$ cat config.mk
export PLATFORM = sky130hd
export DESIGN_NAME = ppm_core
export DESIGN_NICKNAME = d
export VERILOG_FILES = /design/src/rtl/ppm_core.v
export VERILOG_INCLUDE_DIRS = /design/src /design/src/pkg
export SDC_FILE = /design/constraint.sdc
export NUM_CORES = 1
export LEC_CHECK = 0
export BUFFER_PORTS_ARGS = -buffer_cell sky130_fd_sc_hd__buf_2
export CAP_MARGIN = 20
export CELL_PAD_IN_SITES_DETAIL_PLACEMENT = 0
export CELL_PAD_IN_SITES_GLOBAL_PLACEMENT = 1
export CORE_ASPECT_RATIO = 1.2
export CORE_MARGIN = 1.5
export CORE_UTILIZATION = 47
export DETAILED_ROUTE_END_ITERATION = 6
export GPL_TIMING_DRIVEN = 0
export PLACE_DENSITY_LB_ADDON = 0.1
export SYNTH_ARGS = -nofsm -noshare
export SYNTH_HDL_FRONTEND = slang
export SYNTH_SLANG_ARGS = --single-unit
$ cat constraint.sdc
create_clock -name CLK -period 15.2 [get_ports CLK]
set_input_delay 0.76 -clock CLK [delete_from_list [all_inputs] [get_ports CLK]]
set_output_delay 0.76 -clock CLK [all_outputs]
set_load 0.005 [all_outputs]
$ cat src/pkg/ppm_defines.vh
`ifndef PPM_DEFINES_VH
`define PPM_DEFINES_VH

// ----------------------------------------
// Register byte offsets
// ----------------------------------------
`define PPM_OFS_CONFIG   8'h00
`define PPM_OFS_ONESHOT  8'h04
`define PPM_OFS_PEAKCFG  8'h08
`define PPM_OFS_STATUS   8'h0C
`define PPM_OFS_IRQ_STAT 8'h10
`define PPM_OFS_IRQ_MASK 8'h14
`define PPM_OFS_RESULTS  8'h18
`define PPM_OFS_POWER    8'h1C

// ----------------------------------------
// Field positions
// ----------------------------------------
`define PPM_CFG_MODE_LO   0
`define PPM_CFG_MODE_HI   1
`define PPM_CFG_ALERT_CMP 2
`define PPM_PK_THR_LO     0
`define PPM_PK_THR_HI     3
`define PPM_PK_DUR_LO     4
`define PPM_PK_DUR_HI     7
`define PPM_IRQ_PEAK      0
`define PPM_IRQ_POWER     1
`define PPM_IRQ_ONESHOT   2

// ----------------------------------------
// Modes and reset values
// ----------------------------------------
`define PPM_MODE_ACTIVE  2'h0
`define PPM_MODE_CURRENT 2'h1
`define PPM_MODE_TEMP    2'h2
`define PPM_MODE_STANDBY 2'h3
`define PPM_RST_CONFIG   3'h0
`define PPM_RST_MASK     3'h7

// ----------------------------------------
// Arithmetic and timing
// ----------------------------------------
`define PPM_PWR_SHIFT    5
`define PPM_PWR_MAX      16'hFFFF
`define PPM_THR_BASE_MV  10
`define PPM_THR_STEP_MV  5
`define PPM_SENSE_FS_MV  80
`define PPM_SENSE_FS_CODE 1023
`define PPM_CLK_HZ       40000000
`define PPM_T_TICK_US    1000
`define PPM_T_FILTER_NS  1000
`define PPM_TICK_CYC     ((`PPM_CLK_HZ / 1000000) * `PPM_T_TICK_US)
`define PPM_FILTER_CYC   ((`PPM_T_FILTER_NS * (`PPM_CLK_HZ / 1000000) + 999) / 1000)

`endif

$ cat src/rtl/ppm_core.v
// Decided for this implementation: the register addresses and the AXI4-Lite register port.
`include "ppm_defines.vh"
`default_nettype none

module ppm_core #(
    parameter TICK_CYC   = `PPM_TICK_CYC,
    parameter FILTER_CYC = `PPM_FILTER_CYC
) (
    // Clock, reset, enable
    input  wire        CLK,
    input  wire        RESET,
    input  wire        CE,
    // AXI4-Lite slave
    input  wire [7:0]  S_AXI_AWADDR,
    input  wire        S_AXI_AWVALID,
    output reg         S_AXI_AWREADY,
    input  wire [31:0] S_AXI_WDATA,
    input  wire [3:0]  S_AXI_WSTRB,
    input  wire        S_AXI_WVALID,
    output reg         S_AXI_WREADY,
    output reg  [1:0]  S_AXI_BRESP,
    output reg         S_AXI_BVALID,
    input  wire        S_AXI_BREADY,
    input  wire [7:0]  S_AXI_ARADDR,
    input  wire        S_AXI_ARVALID,
    output reg         S_AXI_ARREADY,
    output reg  [31:0] S_AXI_RDATA,
    output reg  [1:0]  S_AXI_RRESP,
    output reg         S_AXI_RVALID,
    input  wire        S_AXI_RREADY,
    // Converter results
    input  wire [10:0] SENSE_RESULT,
    input  wire        SENSE_DONE,
    input  wire [10:0] SOURCE_RESULT,
    input  wire        SOURCE_DONE,
    input  wire        TEMP_DONE,
    // Instantaneous current for the peak path
    input  wire [10:0] PEAK_SAMPLE,
    // Power-up selection straps
    input  wire [3:0]  THRESHOLD_SELECT_PIN,
    input  wire [3:0]  DURATION_SELECT_PIN,
    // Conversion control
    output reg         TEMP_CONV_EN,
    output reg         VOLT_CONV_EN,
    output reg         LIMIT_CHK_EN,
    // Results and alarms
    output reg  [15:0] POWER_RATIO,
    output reg         CRITICAL_ALARM_PIN_N,
    output reg         ALERT_PIN_N,
    output reg         IRQ
);

    // ----------------------------------------
    // Functions
    // ----------------------------------------
    function [12:0] dur_ms;
        input [3:0] sel;
        begin
            case (sel)
                4'h0: dur_ms = 13'd1;
                4'h1: dur_ms = 13'd5;
                4'h2: dur_ms = 13'd26;
                4'h3: dur_ms = 13'd51;
                4'h4: dur_ms = 13'd77;
                4'h5: dur_ms = 13'd102;
                4'h6: dur_ms = 13'd128;
                4'h7: dur_ms = 13'd256;
                4'h8: dur_ms = 13'd384;
                4'h9: dur_ms = 13'd512;
                4'hA: dur_ms = 13'd768;
                4'hB: dur_ms = 13'd1024;
                4'hC: dur_ms = 13'd1536;
                4'hD: dur_ms = 13'd2048;
                4'hE: dur_ms = 13'd3072;
                default: dur_ms = 13'd4096;
            endcase
        end
    endfunction

    function [10:0] mag11;
        input [10:0] v;
        begin
            mag11 = v[10] ? (~v + 11'h001) : v;
        end
    endfunction

    // ----------------------------------------
    // Registers
    // ----------------------------------------
    localparam PK_IDLE = 2'd0;
    localparam PK_TIME = 2'd1;
    localparam PK_HIT  = 2'd2;

    reg  [2:0]  config_r;
    reg  [3:0]  thr_sel_r;
    reg  [3:0]  duration_select_pin_r;
    reg         strap_done_r;
    reg  [2:0]  irq_stat_r;
    reg  [2:0]  irq_mask_r;
    reg         os_temp_r;
    reg         os_volt_r;
    reg         os_sns_r;
    reg         os_src_r;
    reg  [10:0] sense_r;
    reg  [10:0] source_r;
    reg         recalc_r;
    reg  [1:0]  pk_state_r;
    reg  [31:0] tick_cnt_r;
    reg  [12:0] ms_cnt_r;
    reg  [31:0] flt_cnt_r;

    wire [1:0]  mode      = config_r[`PPM_CFG_MODE_HI:`PPM_CFG_MODE_LO];
    wire        alert_cmp = config_r[`PPM_CFG_ALERT_CMP];

    // ----------------------------------------
    // AXI4-Lite handshakes
    // ----------------------------------------
    wire wr_go = S_AXI_AWREADY;
    wire rd_go = S_AXI_ARREADY;
    wire wr_map = (S_AXI_AWADDR == `PPM_OFS_CONFIG) || (S_AXI_AWADDR == `PPM_OFS_ONESHOT) ||
                  (S_AXI_AWADDR == `PPM_OFS_PEAKCFG) || (S_AXI_AWADDR == `PPM_OFS_IRQ_MASK);
    wire wr_cfg  = wr_go && S_AXI_WSTRB[0] && (S_AXI_AWADDR == `PPM_OFS_CONFIG);
    wire wr_os   = wr_go && (S_AXI_AWADDR == `PPM_OFS_ONESHOT);
    wire wr_pk   = wr_go && S_AXI_WSTRB[0] && (S_AXI_AWADDR == `PPM_OFS_PEAKCFG);
    wire wr_msk  = wr_go && S_AXI_WSTRB[0] && (S_AXI_AWADDR == `PPM_OFS_IRQ_MASK);
    wire rd_irq  = rd_go && (S_AXI_ARADDR == `PPM_OFS_IRQ_STAT);

    // ----------------------------------------
    // Mode sequencer
    // ----------------------------------------
    wire mode_temp = (mode == `PPM_MODE_ACTIVE) || (mode == `PPM_MODE_TEMP);
    wire mode_volt = (mode == `PPM_MODE_ACTIVE) || (mode == `PPM_MODE_CURRENT);
    wire temp_on   = mode_temp || os_temp_r;
    wire volt_on   = mode_volt || os_volt_r;
    wire take_sns  = SENSE_DONE && volt_on;
    wire take_src  = SOURCE_DONE && volt_on;
    wire os_sns_nxt = os_sns_r || take_sns;
    wire os_src_nxt = os_src_r || take_src;
    wire os_end = (os_temp_r && TEMP_DONE && !(os_volt_r && !(os_sns_nxt && os_src_nxt))) ||
                  (!os_temp_r && os_volt_r && os_sns_nxt && os_src_nxt);

    // ----------------------------------------
    // Peak detector
    // ----------------------------------------
    wire [10:0] pk_mag = mag11(PEAK_SAMPLE);
    wire [6:0]  thr_mv = 7'd`PPM_THR_BASE_MV + 7'd`PPM_THR_STEP_MV * {3'h0, thr_sel_r};
    wire [17:0] thr_prod = {11'h000, thr_mv} * 18'd`PPM_SENSE_FS_CODE;
    wire [17:0] thr_quo  = thr_prod / 18'd`PPM_SENSE_FS_MV;
    wire [10:0] thr_code = thr_quo[10:0];
    wire        above = pk_mag > thr_code;
    wire        tick  = (tick_cnt_r == TICK_CYC - 1);
    wire [12:0] dur_lim = dur_ms(duration_select_pin_r);
    wire        filt_out = (flt_cnt_r >= FILTER_CYC);

    // ----------------------------------------
    // Power product
    // ----------------------------------------
    wire [21:0] pwr_prod = {11'h000, mag11(sense_r)} * {11'h000, source_r};
    wire [16:0] pwr_sh   = pwr_prod[21:`PPM_PWR_SHIFT];
    wire [15:0] pwr_sat  = pwr_sh[16] ? `PPM_PWR_MAX : pwr_sh[15:0];

    // ----------------------------------------
    // Configuration, status and bus
    // ----------------------------------------
    always @(posedge CLK or posedge RESET) begin
        if (RESET) begin
            config_r      <= `PPM_RST_CONFIG;
            thr_sel_r     <= 4'h0;
            duration_select_pin_r     <= 4'h0;
            strap_done_r  <= 1'b0;
            irq_mask_r    <= `PPM_RST_MASK;
            irq_stat_r    <= 3'h0;
            S_AXI_AWREADY <= 1'b0;
            S_AXI_WREADY  <= 1'b0;
            S_AXI_BVALID  <= 1'b0;
            S_AXI_BRESP   <= 2'h0;
            S_AXI_ARREADY <= 1'b0;
            S_AXI_RVALID  <= 1'b0;
            S_AXI_RRESP   <= 2'h0;
            S_AXI_RDATA   <= 32'h0000_0000;
        end else if (CE) begin
            // Straps are caught once, on the first enabled edge after reset
            if (!strap_done_r) begin
                strap_done_r <= 1'b1;
                thr_sel_r    <= THRESHOLD_SELECT_PIN;
                duration_select_pin_r    <= DURATION_SELECT_PIN;
            end else if (wr_pk) begin
                thr_sel_r    <= S_AXI_WDATA[`PPM_PK_THR_HI:`PPM_PK_THR_LO];
                duration_select_pin_r    <= S_AXI_WDATA[`PPM_PK_DUR_HI:`PPM_PK_DUR_LO];
            end
            if (wr_cfg)
                config_r <= S_AXI_WDATA[2:0];
            if (wr_msk)
                irq_mask_r <= S_AXI_WDATA[2:0];
            // A new event in the clearing cycle survives the read
            irq_stat_r <= (rd_irq ? 3'h0 : irq_stat_r) |
                          {os_end, recalc_r, (pk_state_r == PK_TIME) && tick && (ms_cnt_r + 13'd1 >= dur_lim)};

            S_AXI_AWREADY <= S_AXI_AWVALID && S_AXI_WVALID && !S_AXI_AWREADY && !S_AXI_BVALID;
            S_AXI_WREADY  <= S_AXI_AWVALID && S_AXI_WVALID && !S_AXI_AWREADY && !S_AXI_BVALID;
            if (wr_go) begin
                S_AXI_BVALID <= 1'b1;
                S_AXI_BRESP  <= wr_map ? 2'h0 : 2'h2;
            end else if (S_AXI_BREADY)
                S_AXI_BVALID <= 1'b0;

            S_AXI_ARREADY <= S_AXI_ARVALID && !S_AXI_ARREADY && !S_AXI_RVALID;
            if (rd_go) begin
                S_AXI_RVALID <= 1'b1;
                S_AXI_RRESP  <= 2'h0;
                case (S_AXI_ARADDR)
                    `PPM_OFS_CONFIG:   S_AXI_RDATA <= {29'h0, config_r};
                    `PPM_OFS_ONESHOT:  S_AXI_RDATA <= {30'h0, os_volt_r, os_temp_r};
                    `PPM_OFS_PEAKCFG:  S_AXI_RDATA <= {24'h0, duration_select_pin_r, thr_sel_r};
                    `PPM_OFS_STATUS:   S_AXI_RDATA <= {29'h0, pk_state_r == PK_TIME, LIMIT_CHK_EN,
                                                       pk_state_r == PK_HIT};
                    `PPM_OFS_IRQ_STAT: S_AXI_RDATA <= {29'h0, irq_stat_r};
                    `PPM_OFS_IRQ_MASK: S_AXI_RDATA <= {29'h0, irq_mask_r};
                    `PPM_OFS_RESULTS:  S_AXI_RDATA <= {5'h0, source_r, 5'h0, sense_r};
                    `PPM_OFS_POWER:    S_AXI_RDATA <= {16'h0, POWER_RATIO};
                    default: begin
                        S_AXI_RDATA <= 32'h0000_0000;
                        S_AXI_RRESP <= 2'h2;
                    end
                endcase
            end else if (S_AXI_RREADY)
                S_AXI_RVALID <= 1'b0;
        end
    end

    // ----------------------------------------
    // One-shot and results
    // ----------------------------------------
    always @(posedge CLK or posedge RESET) begin
        if (RESET) begin
            os_temp_r    <= 1'b0;
            os_volt_r    <= 1'b0;
            os_sns_r     <= 1'b0;
            os_src_r     <= 1'b0;
            sense_r      <= 11'h000;
            source_r     <= 11'h000;
            recalc_r     <= 1'b0;
            POWER_RATIO  <= 16'h0000;
            TEMP_CONV_EN <= 1'b0;
            VOLT_CONV_EN <= 1'b0;
            LIMIT_CHK_EN <= 1'b0;
        end else if (CE) begin
            if (wr_os && !(os_temp_r || os_volt_r)) begin
                case (mode)
                    `PPM_MODE_CURRENT: os_temp_r <= 1'b1;
                    `PPM_MODE_TEMP:    os_volt_r <= 1'b1;
                    `PPM_MODE_STANDBY: begin
                        os_temp_r <= 1'b1;
                        os_volt_r <= 1'b1;
                    end
                    default: ;
                endcase
                os_sns_r <= 1'b0;
                os_src_r <= 1'b0;
            end else begin
                // Each pending channel ends on its own result; standby returns when all are in
                if (os_temp_r && TEMP_DONE)
                    os_temp_r <= 1'b0;
                if (os_volt_r) begin
                    os_sns_r <= os_sns_nxt;
                    os_src_r <= os_src_nxt;
                    if (os_sns_nxt && os_src_nxt) begin
                        os_volt_r <= 1'b0;
                        os_sns_r  <= 1'b0;
                        os_src_r  <= 1'b0;
                    end
                end
            end
            if (take_sns)
                sense_r <= SENSE_RESULT;
            if (take_src)
                source_r <= SOURCE_RESULT;
            recalc_r <= take_sns || take_src;
            if (recalc_r)
                POWER_RATIO <= pwr_sat;
            TEMP_CONV_EN <= temp_on;
            VOLT_CONV_EN <= volt_on;
            LIMIT_CHK_EN <= (mode != `PPM_MODE_STANDBY) || os_temp_r || os_volt_r;
        end
    end

    // ----------------------------------------
    // Peak timer and pins
    // ----------------------------------------
    always @(posedge CLK or posedge RESET) begin
        if (RESET) begin
            pk_state_r           <= PK_IDLE;
            tick_cnt_r           <= 32'h0000_0000;
            ms_cnt_r             <= 13'h0000;
            flt_cnt_r            <= 32'h0000_0000;
            CRITICAL_ALARM_PIN_N <= 1'b1;
            ALERT_PIN_N          <= 1'b1;
            IRQ                  <= 1'b0;
        end else if (CE) begin
            // Timer and tick restart at each new excursion, so the first tick is a full 1 ms
            if (pk_state_r == PK_IDLE || tick)
                tick_cnt_r <= 32'h0000_0000;
            else
                tick_cnt_r <= tick_cnt_r + 32'h0000_0001;
            flt_cnt_r <= (above || pk_state_r == PK_IDLE) ? 32'h0000_0000 : flt_cnt_r + 32'h0000_0001;
            case (pk_state_r)
                PK_IDLE: begin
                    ms_cnt_r <= 13'h0000;
                    if (above)
                        pk_state_r <= PK_TIME;
                end
                PK_TIME: begin
                    if (filt_out)
                        pk_state_r <= PK_IDLE;
                    else if (tick) begin
                        ms_cnt_r <= ms_cnt_r + 13'd1;
                        if (ms_cnt_r + 13'd1 >= dur_lim)
                            pk_state_r <= PK_HIT;
                    end
                end
                PK_HIT: begin
                    if (filt_out)
                        pk_state_r <= PK_IDLE;
                end
                default: pk_state_r <= PK_IDLE;
            endcase
            CRITICAL_ALARM_PIN_N <= !(pk_state_r == PK_HIT);
            ALERT_PIN_N          <= !(alert_cmp && pk_state_r == PK_HIT);
            IRQ                  <= |(irq_stat_r & irq_mask_r);
        end
    end

endmodule // ppm_core

`default_nettype wire

==> impl_metrics.toml <==
[clock_tree]
cts-root-buf = "clkbuf_16"
cts.reportedPaths.clkPinSlew_ns = 0.07
clock-sinks = 179
hold_buffers = 0
h-tree-depth = 4
cts_buffers = 17
clock_latency_ns = 0.45
cts_max_path_buffers = 2
cts_tree = "built"

[place]
numPortBuffers = 129
dpl.hpwl_um = 36300
gp_congestion = 0.858
dpl-instance-area_sq_um = 18500

[final_layout]
final_common_cell = "nand2_1"
final_util_pct = 53.5
final_cell_mix = "238 x nand2_1, 172 x dfrtp_1, 162 x inv_1"
nNetsFinal = 2435
final_area_sq_um = 19200
syn2layout_area_growth_pct = 11.9
final_layout_size_suffix_gt1_share_pct = 14.3
fillers = 3454

[worst_setup_path]
cp_slowest_stage_delay_ns = 0.66
r2r-end = "flt_cnt_r[29]"
critPathSlowestCell = "fa_1"
reg2reg_depth = 58
crit_type = "reg2reg"
critPathMaxFanout = 10
startpoint_type = "register"
worstReg2RegStart = "thr_sel_r[0]"
r2r_slack_ns = 1.00
required_ns = 15.58
endpoint_kind = "register"
arrival_ns = 14.57

[drt]
dr.pass1.iters = 6
wl_per_cell_um = 17.6
ant_nets = 0
drt_iter0_drc = 800
route.detailed.drc = 0
finalWirelength_um = 45200
num_vias = 14520
routed_via_density = 5.63

[min_path]
hold_path_class = "in2async"

[floorplan]
die_w_um = 178
num_rows = 76
core-area_sq_um = 35900
start_util_pct = 47.8
die_area_sq_um = 37700
ios = 167
fp.dieH_um = 212

[sta]
worst_pin_slew_ns = 0.962
skew_ns = 0.0118
period_needed_ns = 14.20
finalCritPeriodShare_pct = 93.4
slew-limit-headroom_pct = 35.4
setup_viol = 0
hold_ws_ns = 0.314
hold_violations = 0
fmaxAchievable_mhz = 70.4
final_max_slew_viol_count = 0
finalSetupTns_ns = 0

[yosys]
syn_avg_cell_area_sq_um = 8.89
synthArstFlopShare_pct = 100
syn_inst = 1933
ys_warn_count = 0
ys_ff_latch = 179
synth_edf_count = 0
synth_area_sq_um = 17200
synth.distinct_cells = 111
synth_ff_type = "dfrtp_1"
ys_seq_area_share_pct = 26.1

[flow_run]
drv_cap = 0

[grt]
grt_max_degree = 123
grt_pass1_vias = 14383
overflow = 0
grt.total_usage_pct = 24.9
antenna_found_initial = 6
grt_pass1_wl_um = 74400

[run_status]
status = "complete, no violations"
[stage by stage]
stage | instances | setup WS [ns]
after floorplan | 1939 | 2.72
after global placement | 2536 | 0.206
after detailed placement | 2538 | 0.0735
after CTS | 2570 | 0.214
after global routing | 2576 | -0.0252
final | 2577 | 1.00
[synthesized netlist by cell type, types with 45 or more instances]
| cell type | number | area, sq um |
|---|---|---|
| dfrtp_1 | 174 | 4350 |
| nand3_1 | 50 | 250 |
| xor2_1 | 50 | 438 |
| and2_1 | 49 | 307 |
| nor3_1 | 45 | 225 |
| nor2_1 | 137 | 514 |
| o21ai_0 | 111 | 556 |
| nand2_1 | 238 | 893 |
| ha_1 | 140 | 1750 |
| inv_1 | 163 | 612 |
| a21oi_1 | 47 | 235 |
| xnor2_1 | 61 | 534 |
| clkbuf_1 | 65 | 244 |
| fa_1 | 99 | 1980 |
[layout make-up]
| type | count | area, sq um | share of cell area [%] |
|---|---|---|---|
| buffer | 83 | 369 | 1.92 |
| clock inverter | 12 | 136 | 0.709 |
| multi-input combinational | 1511 | 11800 | 61.6 |
| inverter | 166 | 636 | 3.30 |
| antenna | 4 | 10.0 | 0.0520 |
| tap | 468 | 586 | 3.04 |
| clock buffer | 20 | 467 | 2.43 |
| sequential | 179 | 4490 | 23.3 |
| timing repair buffer | 134 | 701 | 3.64 |
[metal layers]
metal,GRT usage [%],vias to the layer above,wire length (um)
met2,42.3,287,22300
li1,-,7066,-
met5,0,-,29
met4,6.61,4,861
met1,33.1,7106,20400
met3,3.45,57,1650
[worst max path at each step]
stage,from,end,slack [ns],cells after the start
global route,thr_sel_r[0],flt_cnt_r[26],-0.03,56
finish,thr_sel_r[0],flt_cnt_r[29],1.00,58
CTS,thr_sel_r[0],flt_cnt_r[29],0.21,60
global placement,thr_sel_r[0],flt_cnt_r[30],0.21,59
floorplan,thr_sel_r[0],flt_cnt_r[10],2.72,61
detailed placement,thr_sel_r[0],flt_cnt_r[30],0.07,60
[worst max-delay path, delay by kind of cell (launching register included)]
kind            cells  cell delay (ns)
buf+inv            10             1.35
flops               1             0.56
mux                 1             0.13
simple gates       17             3.68
compound gates     20             4.40
fa+ha+maj           9             3.71
xor+xnor            1             0.25
[flip-flops by register name (all words and copies together) (netlist names), 2 cells and up]
register	count
source_r	11
sense_r	11
duration_select_pin_r	4
flt_cnt_r	32
irq_stat_r	3
ms_cnt_r	13
irq_mask_r	3
config_r	3
thr_sel_r	4
S_AXI_RDATA	27
pk_state_r	2
POWER_RATIO	16
tick_cnt_r	32
[cell families (layout without fill, tap and decap cells)]
family	after synthesis	after routing	synth area share (%)
AOI/OAI and AO/OA	391	391	16.6
xor gates and xnor gates	116	116	6.23
adders and majority gates	239	239	21.7
buffers and inverters	249	415	5.79
DFF	179	179	26.1
muxes	49	49	3.25
other	1	11	0.0218
and+or+nand+nor	709	709	20.2
[timing repair]
item / in CTS / in global routing
setup endpoints to repair: 2 / 32
pin swaps: 0 / 1
setup buffers: 0 / 2
resized for setup: 1 / 23
Power is not shown: default switching activity piles up to over one toggle a cycle in this logic, so the estimate is an artifact.
